--- config.mk ---
export PLATFORM = sky130hd
export DESIGN_NAME = adc_sequencer_control
export DESIGN_NICKNAME = d
export VERILOG_FILES = /design/src/adc_sequencer_control.v
export VERILOG_INCLUDE_DIRS = /design/src /design/src/src
export SDC_FILE = /design/constraint.sdc
export NUM_CORES = 1
export LEC_CHECK = 0
export BUFFER_PORTS_ARGS = -buffer_cell sky130_fd_sc_hd__buf_4
export CORE_MARGIN = 8
export CORE_UTILIZATION = 37
export CTS_CLUSTER_DIAMETER = 150
export DETAILED_ROUTE_END_ITERATION = 8
export GPL_TIMING_DRIVEN = 0
export SLEW_MARGIN = 25
export SYNTH_ARGS = -nofsm -noshare
export SYNTH_HDL_FRONTEND = slang
export SYNTH_SLANG_ARGS = --single-unit
--- constraint.sdc ---
create_clock -name clk_sys -period 8 [get_ports clk_sys]
set_clock_uncertainty 0.1 [all_clocks]
set_input_delay 1.6 -clock clk_sys [delete_from_list [all_inputs] [get_ports clk_sys]]
set_output_delay 1.6 -clock clk_sys [all_outputs]
set_load 0.1 [all_outputs]
--- src/adc_seq_defs.vh ---
`ifndef ADC_SEQ_DEFS_VH
`define ADC_SEQ_DEFS_VH
// Register byte offsets on the AHB-Lite bus
`define OFS_STATUS   8'h00
`define OFS_CTRL_A   8'h04
`define OFS_CTRL_B   8'h08
`define OFS_CTRL_C   8'h0c
`define OFS_RESULT0  8'h10
`define OFS_RESULT1  8'h14
`define OFS_RESULT2  8'h18
`define OFS_RESULT3  8'h1c
// Upper address nibble shared by the four result slots
`define RESULT_PAGE  4'h1
// converter_ctrl_a fields
`define A_ENABLE     0
`define A_INTERNAL_REF_SELECT     1
`define A_IRQEN      2
`define A_MASK       8'h07
// converter_ctrl_b fields
`define B_START      7
`define B_BURST      5
`define B_REPEAT     4
`define B_CHAN_HI    2
`define B_CHAN_LO    0
`define B_MASK       8'hb7
// converter_ctrl_c fields
`define C_DELAY_HI   5
`define C_DELAY_LO   3
`define C_DIV_HI     2
`define C_DIV_LO     0
`define C_MASK       8'h3f
// converter_status fields
`define S_DONE       0
`define S_BUSY       1
`define S_OVERRUN    2
`define S_IDX_LO     4
`define S_IDX_HI     5
// Reset values
`define RST_BYTE     8'h00
`define IDX_START    2'h3
// Conversion core length in converter clocks
`define CONV_CLOCKS  4'ha
// AHB encodings
`define HTRANS_NONSEQ 2'h2
`define HSIZE_WORD    3'h2
`endif

--- src/adc_sequencer_control.v ---
// How it works
// - Reset clears ctrl_a enable, ref, irq bits
// - Clearing enable aborts, clears flags, start
// - Internal reference powered only while enabled
// - Irq enable zero holds request low
// - Irq high while done set and enabled
// - Reset clears ctrl_b; fixed field layout
// - Channel select routes input; scan start
// - Repeat restarts after each completion
// - Burst converts four channels, else one
// - Start cleared finishes current, no more
// - Single modes auto-clear start on finish
// - Reset clears ctrl_c delay and divider
// - Divider 1 to 32 by code
// - Sampling delay 1 to 64 clocks
// - Results stored in four slots in order
// - Results untouched by reset
// - Reading any result clears done
// - Index loads 3 on start rise
// - Overwrite unread sets overrun, write-1 clears
// - Single continuous cycles slots, done after four
//
// Our own choices: the register addresses and the AHB-Lite slave port.
`include "adc_seq_defs.vh"
`timescale 1ns/1ps
`default_nettype none

// Stand-in for the analog core: fixed conversion length, result taken from a pin bus
module adc_conv_core #(
	parameter CONV_LEN = 10
) (
	input  wire       clk_sys,
	input  wire       rst,
	input  wire       convTick,
	input  wire       convStart,
	input  wire [7:0] sampleIn,
	output reg        convDone,
	output reg  [7:0] convResult
);
	reg  [3:0] count;
	reg        running;
	always @(posedge clk_sys) begin
		convDone <= 1'b0;
		if (rst) begin
			running    <= 1'b0;
			count      <= 4'h0;
			convResult <= `RST_BYTE;
		end else if (convStart) begin
			running <= 1'b1;
			count   <= 4'h0;
		end else if (running && convTick) begin
			if (count == CONV_LEN[3:0] - 4'h1) begin
				running    <= 1'b0;
				convDone   <= 1'b1;
				convResult <= sampleIn;
			end else begin
				count <= count + 4'h1;
			end
		end
	end
endmodule // adc_conv_core

module adc_sequencer_control (
	input  wire        clk_sys,
	input  wire        rst,
	input  wire        warmRst,
	input  wire        hsel,
	input  wire [7:0]  haddr,
	input  wire [1:0]  htrans,
	input  wire        hwrite,
	input  wire [2:0]  hsize,
	input  wire [31:0] hwdata,
	input  wire        hready,
	output reg  [31:0] hrdata,
	output wire        hreadyout,
	output wire        hresp,
	input  wire [7:0]  sampleIn,
	output reg  [2:0]  inputSelect,
	output wire        internalRefOn,
	output wire        converterPowered,
	output wire        irqRequest
);
	localparam ST_IDLE = 2'h0;
	localparam ST_WAIT = 2'h1;
	localparam ST_CONV = 2'h2;

	reg  [7:0] ctrlA;
	reg  [7:0] ctrlB;
	reg  [7:0] ctrlC;
	reg  [7:0] result [0:3];
	reg  [3:0] slotFull;
	reg        convDoneFlag;
	reg        busy;
	reg        overrun;
	reg  [1:0] lastIndex;
	reg  [1:0] state;
	reg  [1:0] burstCount;
	reg  [1:0] writeSlot;
	reg  [5:0] divCount;
	reg  [6:0] delayCount;
	reg        convTick;
	reg        convStart;
	reg        phaseValid;
	reg        phaseWrite;
	reg  [7:0] phaseAddr;
	wire       convDone;
	wire [7:0] convResult;
	wire       enable;
	wire       startBit;
	wire       wrA;
	wire       wrB;
	wire       wrC;
	wire       wrS;
	wire       rdResult;
	wire       startRise;
	wire [5:0] divLimit;
	wire [6:0] delayLimit;
	reg  [7:0] statusByte;
	reg  [7:0] readByte;

	assign enable   = ctrlA[`A_ENABLE];
	assign startBit = ctrlB[`B_START];
	assign hreadyout = 1'b1;
	assign hresp     = 1'b0;
	assign internalRefOn    = ctrlA[`A_INTERNAL_REF_SELECT] & enable;
	assign converterPowered = enable;
	assign irqRequest = ctrlA[`A_IRQEN] & convDoneFlag;

	// Address phase captured, action in data phase
	always @(posedge clk_sys) begin
		if (rst) begin
			phaseValid <= 1'b0;
			phaseWrite <= 1'b0;
			phaseAddr  <= `RST_BYTE;
		end else if (hready) begin
			phaseValid <= hsel & (htrans == `HTRANS_NONSEQ) & (hsize == `HSIZE_WORD);
			phaseWrite <= hwrite;
			phaseAddr  <= haddr;
		end
	end

	assign wrA = phaseValid & phaseWrite & (phaseAddr == `OFS_CTRL_A);
	assign wrB = phaseValid & phaseWrite & (phaseAddr == `OFS_CTRL_B);
	assign wrC = phaseValid & phaseWrite & (phaseAddr == `OFS_CTRL_C);
	assign wrS = phaseValid & phaseWrite & (phaseAddr == `OFS_STATUS);
	assign rdResult = phaseValid & ~phaseWrite & (phaseAddr[7:4] == `RESULT_PAGE) & (phaseAddr[1:0] == 2'h0);
	assign startRise = wrB & hwdata[`B_START] & ~startBit;

	always @* begin
		statusByte = `RST_BYTE;
		statusByte[`S_DONE]    = convDoneFlag;
		statusByte[`S_BUSY]    = busy;
		statusByte[`S_OVERRUN] = overrun;
		statusByte[`S_IDX_HI:`S_IDX_LO] = lastIndex;
		case (phaseAddr)
			`OFS_STATUS:  readByte = statusByte;
			`OFS_CTRL_A:  readByte = ctrlA;
			`OFS_CTRL_B:  readByte = ctrlB;
			`OFS_CTRL_C:  readByte = ctrlC;
			`OFS_RESULT0: readByte = result[0];
			`OFS_RESULT1: readByte = result[1];
			`OFS_RESULT2: readByte = result[2];
			`OFS_RESULT3: readByte = result[3];
			default:      readByte = `RST_BYTE;
		endcase
		hrdata = {24'h000000, readByte};
	end

	// Divider: one-cycle converter clock enable
	assign divLimit = (ctrlC[`C_DIV_HI:`C_DIV_LO] > 3'h5) ? 6'h00 :
		(6'h01 << ctrlC[`C_DIV_HI:`C_DIV_LO]) - 6'h01;
	always @(posedge clk_sys) begin
		if (rst || !enable) begin
			divCount <= 6'h00;
			convTick <= 1'b0;
		end else if (divCount >= divLimit) begin
			divCount <= 6'h00;
			convTick <= 1'b1;
		end else begin
			divCount <= divCount + 6'h01;
			convTick <= 1'b0;
		end
	end

	assign delayLimit = (ctrlC[`C_DELAY_HI:`C_DELAY_LO] == 3'h7) ? 7'h00 :
		(7'h01 << ctrlC[`C_DELAY_HI:`C_DELAY_LO]) - 7'h01;

	adc_conv_core #(
		.CONV_LEN(`CONV_CLOCKS)
	) u_core (
		.clk_sys    (clk_sys),
		.rst        (rst | ~enable),
		.convTick   (convTick),
		.convStart  (convStart),
		.sampleIn   (sampleIn),
		.convDone   (convDone),
		.convResult (convResult)
	);

	// Control registers and sequencer
	always @(posedge clk_sys) begin
		convStart <= 1'b0;
		if (rst) begin
			ctrlA        <= `RST_BYTE;
			ctrlB        <= `RST_BYTE;
			ctrlC        <= `RST_BYTE;
			convDoneFlag <= 1'b0;
			busy         <= 1'b0;
			overrun      <= 1'b0;
			lastIndex    <= `IDX_START;
			state        <= ST_IDLE;
			burstCount   <= 2'h0;
			writeSlot    <= 2'h0;
			delayCount   <= 7'h00;
			inputSelect  <= 3'h0;
			slotFull     <= 4'h0;
		end else begin
			if (wrA)
				ctrlA <= hwdata[7:0] & `A_MASK;
			if (wrC)
				ctrlC <= hwdata[7:0] & `C_MASK;
			if (wrB)
				ctrlB <= hwdata[7:0] & `B_MASK;
			if (startRise) begin
				lastIndex   <= `IDX_START;
				writeSlot   <= 2'h0;
				burstCount  <= 2'h0;
				inputSelect <= hwdata[`B_CHAN_HI:`B_CHAN_LO];
			end
			if (rdResult) begin
				convDoneFlag <= 1'b0;
				slotFull[phaseAddr[3:2]] <= 1'b0;
			end
			if (wrS && hwdata[`S_OVERRUN])
				overrun <= 1'b0;
			case (state)
				ST_IDLE: begin
					busy <= 1'b0;
					if (startRise && enable) begin
						state      <= ST_WAIT;
						delayCount <= 7'h00;
					end
				end
				ST_WAIT: begin
					busy <= 1'b1;
					if (convTick) begin
						if (delayCount >= delayLimit) begin
							state     <= ST_CONV;
							convStart <= 1'b1;
						end else begin
							delayCount <= delayCount + 7'h01;
						end
					end
				end
				ST_CONV: begin
					busy <= 1'b1;
					if (convDone) begin
						result[writeSlot] <= convResult;
						slotFull[writeSlot] <= 1'b1;
						lastIndex <= writeSlot;
						if (slotFull[writeSlot] && !(rdResult && phaseAddr[3:2] == writeSlot))
							overrun <= 1'b1;
						writeSlot  <= writeSlot + 2'h1;
						delayCount <= 7'h00;
						if (ctrlB[`B_BURST]) begin
							inputSelect <= inputSelect + 3'h1;
							burstCount  <= burstCount + 2'h1;
							if (burstCount == 2'h3) begin
								convDoneFlag <= 1'b1;
								inputSelect  <= ctrlB[`B_CHAN_HI:`B_CHAN_LO];
								if (ctrlB[`B_REPEAT] && startBit) begin
									state <= ST_WAIT;
								end else begin
									state <= ST_IDLE;
									busy  <= 1'b0;
									if (!ctrlB[`B_REPEAT])
										ctrlB[`B_START] <= 1'b0;
								end
							end else begin
								state <= ST_WAIT;
							end
						end else if (ctrlB[`B_REPEAT]) begin
							if (writeSlot == 2'h3 || !startBit)
								convDoneFlag <= 1'b1;
							if (startBit) begin
								state <= ST_WAIT;
							end else begin
								state <= ST_IDLE;
								busy  <= 1'b0;
							end
						end else begin
							convDoneFlag    <= 1'b1;
							ctrlB[`B_START] <= 1'b0;
							state           <= ST_IDLE;
							busy            <= 1'b0;
						end
					end
				end
				default: state <= ST_IDLE;
			endcase
			if (!enable || (wrA && !hwdata[`A_ENABLE])) begin
				state           <= ST_IDLE;
				busy            <= 1'b0;
				convDoneFlag    <= 1'b0;
				overrun         <= 1'b0;
				ctrlB[`B_START] <= 1'b0;
				convStart       <= 1'b0;
			end
		end
	end
	// Result storage has no reset so warm reset keeps it
	wire unusedWarm = warmRst;
endmodule // adc_sequencer_control
`default_nettype wire

## Word level (Yosys, flattened, before mapping)

Memories as Yosys holds them, arrays and structs flattened.
Index checks and enable logic that the tools add are counted.

- Add/subtract/negate cells: 8
- $mul: 0
- Divide/modulo/power cells: 0
- Order comparisons: 7
- Equality and inequality tests: 22
- Shifts and indexed selects: 2
- Muxes and demuxes: 78
- Bitwise gates (word level): 26
- Reduce and logical (&&, ||, !) cells: 32

Operator list:

| kind | count |
|---|---|
| $pmux W8 S8 | 1 |
| $mux W1 | 38 |
| $mux W7 | 5 |
| $mux W2 | 17 |
| $eq A8 B5 Y1 const B | 4 |
| $pmux W7 S3 | 1 |
| $eq A8 B4 Y1 const B | 2 |
| $mux W4 | 4 |
| $mux W3 | 5 |
| $and A1 B1 Y1 | 14 |
| $logic_and A1 B1 Y1 | 9 |
| $eq A2 B2 Y1 const B | 4 |
| $eq A8 B3 Y1 const B | 1 |
| $logic_not A8 Y1 | 1 |
| $mux W8 | 1 |
| $ne A2 B2 Y1 const B | 4 |
| $not A1 Y1 | 8 |
| $add A7 B1 Y7 const B | 1 |
| $ge A7 B7 Y1 | 1 |
| $shl A1 B3 Y7 const A | 1 |
| $sub A7 B1 Y7 const B | 1 |
| $add A6 B1 Y6 const B | 1 |
| $ge A6 B6 Y1 | 1 |
| $lt A2 B3 Y1 const B | 2 |
| other kinds (35) | 48 |

- Flip-flop bits (word level): 72
- Bits in latches: 0
- RAM bits: 32
- ROM bits: 0
- Input bits: 59
- Output and inout bits: 40
- Memories kept: 1

Memory list:

| memory | words | width | read ports | clocked after memory_dff | wr ports | line | RTL |
|---|---|---|---|---|---|---|---|
| result | 4 | 8 | 4 | 0 | 1 | adc_sequencer_control.v:90 | `reg [7:0] result [0:3];` |

## Longest topological paths before layout

Gate-level depths: netlist (run 1).

- Depth after elaboration: 11
- Mapped depth: 14

## Modules after synthesis

Synthesis (run 1) repeated with hierarchy kept, for this count alone.

- Cell total of the unflattened synthesis: 539
- Area total of the unflattened synthesis: 5328.9 µm²

Modules (own cells, without submodules):

| module | instances | cells an instance | area each (µm²) | seq. area each (µm²) |
|---|---|---|---|---|
| adc_sequencer_control | 1 | 475 | 4694.5 | 2122.0 |
| adc_conv_core | 1 | 64 | 634.4 | 280.3 |

## Least setup slack after synthesis (run 1)

Ideal clock, no wire load.

- Path kind: flip-flop to output port
- Start: register phaseAddr[2]
- End: output hrdata[2]
- Arrival time: 3.378 ns
- Required time: 6.300 ns
- Setup slack: 2.922 ns
- Stages on the path, launching flop included: 6
- Cell sequence: dfxtp_1 clkbuf_1 clkbuf_1 mux4_2 a22oi_1 nor3_1

- Longest elaborated chain between the ends: 2
- Elaborated cells between the ends (all ways): 9
- Classes of those cells: 7 x eq/ne; 1 x mux; 1 x reduce/logical

Ends and longest elaborated chain:

| element | line | RTL |
|---|---|---|
| start: declaration | adc_sequencer_control.v:105 | `reg [7:0] phaseAddr;` |
| start signal: assignment | adc_sequencer_control.v:134 | `` phaseAddr <= `RST_BYTE; `` |
| start signal: assignment | adc_sequencer_control.v:138 | `phaseAddr <= haddr;` |
| $eq A8 B5 Y1 (tied with other cells) | adc_sequencer_control.v:155 | `case (phaseAddr)` |
| $pmux W8 S8 * | adc_sequencer_control.v:155 |  |
| end: declaration | adc_sequencer_control.v:74 | `output reg [31:0] hrdata,` |

Mark *: on every way between the ends. The rest lies on a longest branch, timed or not.

## Final worst setup path (run 1)

- Start: register phaseAddr[2]
- End: output hrdata[5]

The elaborated chain is that of the path after synthesis.

==> results of run 1 <==
==> how the worst max path moves through the flow <==
stage / endpoint / cells past startpoint / startpoint
after floorplan: hrdata[2] / 5 / phaseAddr[2]$_SDFFE_PP0P_
after global placement: hrdata[5] / 7 / phaseAddr[2]$_SDFFE_PP0P_
after detailed placement: hrdata[5] / 7 / phaseAddr[2]$_SDFFE_PP0P_
after CTS: hrdata[5] / 7 / phaseAddr[2]$_SDFFE_PP0P_
after global routing: hrdata[5] / 7 / phaseAddr[2]$_SDFFE_PP0P_
final: hrdata[5] / 7 / phaseAddr[2]$_SDFFE_PP0P_
==> final cells by class <==
type	instances	area (um2)
Fill cell	1363	7960
Multi-Input combinational cell	412	2780
Sequential cell	104	2400
Timing Repair Buffer	49	368
Buffer	47	277
Tap cell	184	230
Clock buffer	9	225
Clock inverter	7	78.8
Inverter	13	48.8
==> metal layers <==
layer,GRT usage [%],vias up,wire length [um]
li1,-,2114,-
met1,19.0,1996,6170
met2,22.7,120,6030
met3,4.99,17,1110
met4,4.95,0,295
met5,0,-,0
==> flip-flops by register name (all words and copies together) (netlist names), 2 cells and up <==
signal	flops
ctrlA	3
inputSelect	3
lastIndex	2
result	32
divCount	6
u_core.convResult	8
ctrlB	6
slotFull	4
writeSlot	2
u_core.count	4
burstCount	2
ctrlC	6
state	2
phaseAddr	8
delayCount	7
==> cell families (layout without fill, tap and decap cells) <==
family	count (synthesis)	count (layout)	synth area share, %
other	2	27	0.139
muxes	39	39	8.93
DFF	104	104	44.5
xor gates and xnor gates	11	11	1.79
adders and majority gates	29	29	6.72
AOI/OAI and AO/OA	106	106	13.0
buffers and inverters	60	125	6.03
and+or+nand+nor	200	200	18.9
==> Yosys cell counts, types with 13 or more instances <==
master,count,share of area (%)
buf_4,26,3.6
nor2_1,51,3.5
nand2_1,54,3.8
ha_1,29,6.7
inv_1,13,0.90
dfxtp_1,72,27
a21oi_1,35,3.2
clkbuf_1,16,1.1
o21ai_0,20,1.9
nor3_1,13,1.2
mux2i_1,29,5.4
edfxtp_1,32,18
nand3_1,19,1.8
==> placed cells by master, fill, tap and decap left out, types with 3 or more instances in the layout <==
cell / n
xor2_1: 4
buf_4: 75
mux2i_1: 29
nor2_1: 51
a211oi_1: 3
inv_1: 13
nand3_1: 19
ha_1: 29
o211ai_1: 9
mux2_2: 3
buf_1: 3
a31oi_1: 3
a21oi_1: 35
o21ai_0: 20
a22oi_1: 7
a311oi_1: 3
nand4_1: 4
nor2b_1: 6
nor3b_2: 4
nand3b_1: 5
conb_1: 27
and3_1: 3
clkbuf_1: 16
or4_1: 4
xnor2_1: 7
clkbuf_16: 9
and2_1: 4
nand2_1: 54
nand2b_1: 12
a21o_1: 7
edfxtp_1: 32
nor3_1: 13
mux4_2: 7
or3_1: 5
dfxtp_1: 72
==> worst max-delay path: cells and delay by family, from the launching register on <==
family / cells / cell delay (ps)
AND/OR/NAND/NOR: 1 / 260
flip-flops: 1 / 350
AO/OA/AOI/OAI: 3 / 430
buffers and inverters: 3 / 1390
==> power breakdown <==
group / switching (mW) / internal (mW) / leakage, nW
clock: 0.209 / 0.247 / 0.146
combinational: 0.0964 / 0.0319 / 1.39
sequential: 0.00211 / 0.542 / 0.954
total: 0.308 / 0.821 / 2.49
==> flow_metrics.env, run 1 <==
export IMPL_status="complete, no violations"
export IMPL_setup_viol=0
export IMPL_p_per_area_nw_per_um2=176
export IMPL_routedWlPerCell_um=16.5
export IMPL_port_buffers=45
export IMPL_min_delay_worst_endpoint="divCount[0]$_SDFF_PP0_"
export IMPL_grt_pass1_vias=4188
export IMPL_placed_area_um2=6110
export IMPL_max_clock_path_buffers=2
export IMPL_synth_cell_type_count=64
export IMPL_worstHoldStart="divCount[0]$_SDFF_PP0_"
export IMPL_fin_ws_ps=3510
export IMPL_antenna_left=0
export IMPL_fin_nets=724
export IMPL_drc=0
export IMPL_place_gp_congestion=0.849
export IMPL_hold_slack_ps=373
export IMPL_max_freq_mhz=223
export IMPL_cp_end_kind="primary output"
export IMPL_postCtsSetupRepairBufs=0
export IMPL_worst_pin_slew_ps=977
export IMPL_dieArea_um2=18700
export IMPL_finalWirelength_um=13600
export IMPL_vdd_ir_drop_worst_mv=0.215
export IMPL_ys_ff_latch=104
export IMPL_drive_gt1_share_pct=18.3
export IMPL_ys_seq_area_share_pct=44.5
export IMPL_numCtsBuffers=9
export IMPL_critPathMaxStageDelay_ps=530
export IMPL_final_setup_tns_ps=0
export IMPL_async_flop_share_pct=0
export IMPL_clock_latency_ps=360
export IMPL_synthesis_area_um2=5400
export IMPL_period_share_pct=56.1
export IMPL_r2r_end="delayCount[6]$_SDFFE_PP0P_"
export IMPL_grt_ovfl_total=0
export IMPL_path_common_cell="clkbuf_1"
export IMPL_row_count=44
export IMPL_syn_inst=551
export IMPL_htreeDepth=3
export IMPL_io_pins=99
export IMPL_ys_warn_count=0
export IMPL_critPathKind="reg2out"
export IMPL_cts_resized_gates=0
export IMPL_max_cap_violations=0
export IMPL_leakage_nw=2.49
export IMPL_finalHoldViolCount=0
export IMPL_rsz0062_at_grt="false"
export IMPL_ys_flop_type="dfxtp_1"
export IMPL_crit_chain="clkbuf_1, clkbuf_1, nor2b_1, a21oi_1, o22a_1, o21ai_0, buf_4"
export IMPL_hpwl_um=10300
export IMPL_antenna_found_initial=0
export IMPL_slew_violations=0
export IMPL_grt_pass1_wl_um=21500
export IMPL_worst_path_max_delay_cell="clkbuf_1"
export IMPL_synthToLayoutAreaGrowth_pct=18.8
export IMPL_cts_root_buf="clkbuf_16"
export IMPL_core_area_um2=14400
export IMPL_cp_start_kind="flip-flop"
export IMPL_design_area_um2=6410
export IMPL_vias=4247
export IMPL_grt_max_degree=19
export IMPL_min_period_ps=4490
export IMPL_p_total_mw=1.13
export IMPL_vias_per_cell=5.15
export IMPL_rrSetupSlack_ps=4550
export IMPL_synth_edff_count=32
export IMPL_final_core_util_pct=44.6
export IMPL_syn_avg_cell_area_um2=9.79
export IMPL_clk_pin_slew_worst_paths_ps=70
export IMPL_crit_required_ps=6300
export IMPL_reg2reg_depth=13
export IMPL_drt_iter0_drc=304
export IMPL_layout_cells_non_filler=825
export IMPL_hold_path_depth=1
export IMPL_critPathArrivalTime_ps=2790
export IMPL_diodes=0
export IMPL_die_width_um=137
export IMPL_clock_sinks=104
export IMPL_place_inst=809
export IMPL_first_pass_iters=4
export IMPL_cts_hold_buf=0
export IMPL_rr_startpoint="ctrlC[3]$_SDFFE_PP0P_"
export IMPL_hp_class="reg2reg"
export IMPL_initial_core_util_pct=37.6
export IMPL_cts_tree="yes"
export IMPL_crit_fanout=10
export IMPL_max_slew_margin_pct=34.7
export IMPL_grt_usage_pct=14.8
export IMPL_dp_slack_ps=3890
export IMPL_die_height_um=137
(Power assumes the default switching activity.)
==> run 2: changes to the inputs <==
==> constraint.sdc (replaced) <==
create_clock -name clk_sys -period 3.6 [get_ports clk_sys]
set_clock_uncertainty 0.1 [all_clocks]
set_input_delay 0.72 -clock clk_sys [delete_from_list [all_inputs] [get_ports clk_sys]]
set_output_delay 0.72 -clock clk_sys [all_outputs]
set_load 0.1 [all_outputs]
==> flow_metrics.env, run 2 (synthesis results as in run 1) <==
export IMPL_dieArea_um2=18700
export IMPL_p_total_mw=2.52
export IMPL_drt_iter0_drc=255
export IMPL_rr_startpoint="ctrlC[4]$_SDFFE_PP0P_"
export IMPL_antenna_found_initial=0
export IMPL_fin_nets=721
export IMPL_period_share_pct=94.3
export IMPL_place_gp_congestion=0.877
export IMPL_antenna_left=0
export IMPL_io_pins=99
export IMPL_worstHoldStart="busy$_SDFFE_PP0P_"
export IMPL_crit_required_ps=2780
export IMPL_worst_pin_slew_ps=982
export IMPL_initial_core_util_pct=37.6
export IMPL_p_sw_mw=0.676
export IMPL_slew_violations=0
export IMPL_pwr_share_clk_pct=40.6
export IMPL_critPathKind="reg2out"
export IMPL_status="complete, no violations"
export IMPL_hold_slack_ps=378
export IMPL_clock_sinks=104
export IMPL_hpwl_um=10200
export IMPL_largest_registers="result x32, phaseAddr x8, u_core.convResult x8"
export IMPL_final_core_util_pct=44.8
export IMPL_rsz0062_at_grt="false"
export IMPL_routedWlPerCell_um=16.4
export IMPL_synthToLayoutAreaGrowth_pct=19.2
export IMPL_layout_commonest_cell="buf_4"
export IMPL_htreeDepth=3
export IMPL_finalWirelength_um=13500
export IMPL_vias=4296
export IMPL_max_slew_margin_pct=34.4
export IMPL_clock_latency_ps=360
export IMPL_cp_start_kind="flip-flop"
export IMPL_grt_pass1_wl_um=21300
export IMPL_p_sw_share_pct=26.8
export IMPL_max_clock_path_buffers=2
export IMPL_max_freq_mhz=294
export IMPL_postCtsSetupRepairBufs=0
export IMPL_largest_register_ffs=32
export IMPL_cts_tree="yes"
export IMPL_critPathArrivalTime_ps=2580
export IMPL_clk_pin_slew_worst_paths_ps=80
export IMPL_cp_end_kind="primary output"
export IMPL_cts_root_buf="clkbuf_16"
export IMPL_crit_fanout=12
export IMPL_grt_max_degree=19
export IMPL_port_buffers=45
export IMPL_max_cap_violations=0
export IMPL_hp_class="reg2reg"
export IMPL_startpoint="phaseAddr[2]$_SDFFE_PP0P_"
export IMPL_regMostFlops="result"
export IMPL_drc=0
export IMPL_vdd_ir_drop_worst_mv=0.440
export IMPL_setup_viol=0
export IMPL_mostFrequentLayoutCells="buf_4, dfxtp_1, nand2_1"
export IMPL_die_height_um=137
export IMPL_comb_power_share_pct=11.2
export IMPL_design_area_um2=6430
export IMPL_drive_gt1_share_pct=19.1
export IMPL_die_width_um=137
export IMPL_grt_ovfl_total=0
export IMPL_core_area_um2=14400
export IMPL_diodes=0
export IMPL_first_pass_iters=4
export IMPL_p_per_area_nw_per_um2=392
export IMPL_pwr_share_seq_pct=48.1
export IMPL_vias_per_cell=5.23
export IMPL_placed_area_um2=6120
export IMPL_finalHoldViolCount=0
export IMPL_grt_pass1_vias=4178
export IMPL_grt_usage_pct=14.8
export IMPL_min_period_ps=3400
export IMPL_numCtsBuffers=9
export IMPL_final_setup_tns_ps=0
export IMPL_row_count=44
export IMPL_internal_power_mw=1.84
export IMPL_leakage_nw=2.50
-- run 2: final timing paths --
check | slack [ps] | depth (start not counted) | endpoint
worst max-delay path | 200 | 6 | hrdata[5]
worst max register to register | 300 | 13 | delayCount[6]$_SDFFE_PP0P_
worst min register to register | 380 | 2 | busy$_SDFFE_PP0P_
worst min-delay path | 380 | 2 | busy$_SDFFE_PP0P_
-- run 2: routing by layer --
| metal | part of all wire [%] | global-route usage [%] | vias to the layer above |
|---|---|---|---|
| met4 | 1.8 | 5.85 | 0 |
| met5 | 0 | 0 | - |
| met3 | 8.3 | 5.03 | 18 |
| li1 | - | - | 2108 |
| met1 | 44 | 18.6 | 2025 |
| met2 | 45 | 22.8 | 145 |
-- run 2: what timing repair did --
| action | 4_1_cts | 5_1_grt |
|---|---|---|
| pin swaps | 0 | 0 |
| cloned | 0 | 0 |
| setup endpoints to repair | 1 | 10 |
| gates resized for setup | 0 | 2 |
| hold buffers | 0 | 0 |
-- run 2: cell type report --
type / instances / area, um2
Buffer: 44 / 265
Clock buffer: 10 / 239
Clock inverter: 6 / 73.8
Fill cell: 1386 / 7940
Inverter: 13 / 48.8
Multi-Input combinational cell: 412 / 2810
Sequential cell: 104 / 2400
Tap cell: 184 / 230
Timing Repair Buffer: 49 / 368
-- run 2: power by group through the flow --
stage	Sequential [mW]	Clock (mW)	Combinational, mW
after floorplan	1.24	0	0.224
after global placement	1.24	0	0.281
after detailed placement	1.24	0	0.284
after CTS	1.21	1.05	0.281
after global routing	1.21	1.10	0.296
final	1.21	1.02	0.283
-- run 2: critical path, stage by stage, from the launching register on --
cell and delay (ps):
dfxtp_1 720, clkbuf_1 480, nor2b_1 260, a21oi_1 90
o22a_1 170, o21ai_0 130, buf_4 360
-- run 2: per-stage QoR --
| step | cells | setup slack, ps |
|---|---|---|
| 2_1_floorplan | 576 | -431 |
| 3_3_place_gp | 805 | 304 |
| 3_5_place_dp | 809 | 214 |
| 4_1_cts | 824 | 184 |
| 5_1_grt | 822 | 10.3 |
| 6_report | 822 | 203 |
==> run 3: changes to the inputs <==
--- a/config.mk
+++ b/config.mk
@@ -7,11 +7,11 @@
 export NUM_CORES = 1
 export LEC_CHECK = 0
 export BUFFER_PORTS_ARGS = -buffer_cell sky130_fd_sc_hd__buf_4
-export CORE_MARGIN = 8
 export CORE_UTILIZATION = 37
 export CTS_CLUSTER_DIAMETER = 150
 export DETAILED_ROUTE_END_ITERATION = 8
 export GPL_TIMING_DRIVEN = 0
+export MAX_ROUTING_LAYER = met4
 export SLEW_MARGIN = 25
 export SYNTH_ARGS = -nofsm -noshare
 export SYNTH_HDL_FRONTEND = slang
==> flow_metrics.env, run 3 (synthesis results as in run 1) <==
export IMPL_r2r_end="delayCount[6]$_SDFFE_PP0P_"
export IMPL_p_sw_share_pct=28.8
export IMPL_crit_fanout=9
export IMPL_final_core_util_pct=45.7
export IMPL_max_slew_margin_pct=35.2
export IMPL_regMostFlops="result"
export IMPL_first_pass_iters=5
export IMPL_max_cap_violations=0
export IMPL_drt_iter0_drc=254
export IMPL_antenna_found_initial=0
export IMPL_hold_slack_ps=364
export IMPL_multi_input_area_um2=2790
export IMPL_finalHoldViolCount=0
export IMPL_port_buffers=45
export IMPL_setup_viol=0
export IMPL_internal_power_mw=1.77
export IMPL_cts_tree="yes"
export IMPL_path_delay_family="simple AND/OR/NAND/NOR gates"
export IMPL_cts_hold_buf=0
export IMPL_p_total_mw=2.49
export IMPL_worst_path_buf_inv=1
export IMPL_layout_cells_non_filler=821
export IMPL_routedWlPerCell_um=15.6
export IMPL_critPathArrivalTime_ps=3550
export IMPL_grt_ovfl_total=0
export IMPL_vias_per_cell=5.16
export IMPL_layout_commonest_cell="buf_4"
export IMPL_vias=4240
export IMPL_place_inst=805
export IMPL_cp_start_kind="flip-flop"
export IMPL_numCtsBuffers=9
export IMPL_p_sw_mw=0.716
export IMPL_largest_register_ffs=32
export IMPL_pwr_share_clk_pct=40.0
export IMPL_antenna_left=0
export IMPL_crit_chain="clkbuf_1, or3_1, ha_1, nor2b_1, nand2b_1, a21oi_1, a21oi_1, ha_1, a21o_1, a31oi_1, o211ai_1, or4_1, nand3_1"
export IMPL_grt_max_degree=22
export IMPL_critPathMaxStageDelay_ps=510
export IMPL_final_setup_tns_ps=0
export IMPL_hold_path_depth=1
export IMPL_max_freq_mhz=298
export IMPL_pwr_share_seq_pct=48.6
export IMPL_min_period_ps=3350
export IMPL_clk_pin_slew_worst_paths_ps=70
export IMPL_crit_required_ps=3800
export IMPL_fin_nets=724
export IMPL_row_count=43
export IMPL_grt_pass1_vias=3956
export IMPL_initial_core_util_pct=38.4
export IMPL_dieArea_um2=15100
export IMPL_hp_class="reg2reg"
export IMPL_cts_root_buf="clkbuf_16"
export IMPL_grt_usage_pct=18.4
export IMPL_comb_power_share_pct=11.4
export IMPL_mostFrequentLayoutCells="buf_4, dfxtp_1, nand2_1"
export IMPL_die_height_um=123
export IMPL_dp_slack_ps=270
export IMPL_rr_startpoint="ctrlC[5]$_SDFFE_PP0P_"
export IMPL_design_area_um2=6420
export IMPL_finalWirelength_um=12800
export IMPL_period_share_pct=93.1
export IMPL_reg2reg_depth=13
export IMPL_vdd_ir_drop_worst_mv=0.296
export IMPL_placed_area_um2=6110
export IMPL_fin_ws_ps=249
export IMPL_htreeDepth=3
export IMPL_drive_gt1_share_pct=18.9
export IMPL_postCtsSetupRepairBufs=0
export IMPL_core_area_um2=14000
export IMPL_io_pins=99
export IMPL_die_width_um=123
export IMPL_rsz0062_at_grt="false"
export IMPL_worst_pin_slew_ps=970
export IMPL_worstHoldStart="divCount[0]$_SDFF_PP0_"
export IMPL_synthToLayoutAreaGrowth_pct=19.0
export IMPL_hpwl_um=9680
export IMPL_cp_end_kind="flip-flop"
export IMPL_diodes=0
export IMPL_max_clock_path_buffers=2
export IMPL_place_gp_congestion=0.866
export IMPL_largest_registers="result x32, phaseAddr x8, u_core.convResult x8"
export IMPL_slew_violations=0
export IMPL_p_per_area_nw_per_um2=388
export IMPL_status="complete, no violations"
export IMPL_rrSetupSlack_ps=250
export IMPL_critPathKind="reg2reg"
export IMPL_clock_sinks=104
export IMPL_min_delay_worst_endpoint="divCount[0]$_SDFF_PP0_"
export IMPL_grt_pass1_wl_um=20300
export IMPL_fill_cells=1338
export IMPL_clock_latency_ps=360
export IMPL_leakage_nw=2.50
export IMPL_worst_path_max_delay_cell="or4_1"
export IMPL_drc=0
export IMPL_ff_latch_area_um2=2400
-- run 3: area by class of cell --
| cell class | instances | share of cell area (%) |
|---|---|---|
| buffer | 47 | 4.33 |
| sequential | 104 | 37.4 |
| timing repair buffer | 49 | 5.73 |
| tap | 180 | 3.51 |
| multi-input combinational | 412 | 43.5 |
| clock buffer | 9 | 3.51 |
| inverter | 13 | 0.760 |
| clock inverter | 7 | 1.27 |
-- run 3: layer usage --
layer / vias up / global-route usage, % / part of all wire (%)
met5: - / - / 0
met4: 0 / 6.10 / 1.7
met3: 18 / 4.65 / 7.3
met2: 130 / 28.3 / 45
met1: 1975 / 23.4 / 46
li1: 2117 / - / -
-- run 3: what timing repair did --
| action | CTS | global route |
|---|---|---|
| gates resized for setup | 0 | 2 |
| hold endpoints to repair | 0 | 0 |
| setup endpoints to repair | 0 | 3 |
-- run 3: power groups by stage --
stage / clock network, mW / logic [mW] / registers, mW
CTS: 1.01 / 0.283 / 1.21
global placement: 0 / 0.281 / 1.24
finish: 0.996 / 0.284 / 1.21
floorplan: 0 / 0.224 / 1.24
global route: 1.06 / 0.299 / 1.21
detailed placement: 0 / 0.282 / 1.24
-- run 3: how the worst max path moves through the flow --
| stage | startpoint | endpoint | depth (start not counted) |
|---|---|---|---|
| 2_1_floorplan | phaseAddr[7]$_SDFFE_PP0P_ | hrdata[4] | 4 |
| 3_3_place_gp | ctrlC[3]$_SDFFE_PP0P_ | delayCount[6]$_SDFFE_PP0P_ | 13 |
| 3_5_place_dp | ctrlC[3]$_SDFFE_PP0P_ | delayCount[6]$_SDFFE_PP0P_ | 13 |
| 4_1_cts | phaseAddr[2]$_SDFFE_PP0P_ | hrdata[4] | 7 |
| 5_1_grt | ctrlC[5]$_SDFFE_PP0P_ | delayCount[5]$_SDFFE_PP0P_ | 13 |
| 6_report | ctrlC[5]$_SDFFE_PP0P_ | delayCount[6]$_SDFFE_PP0P_ | 13 |
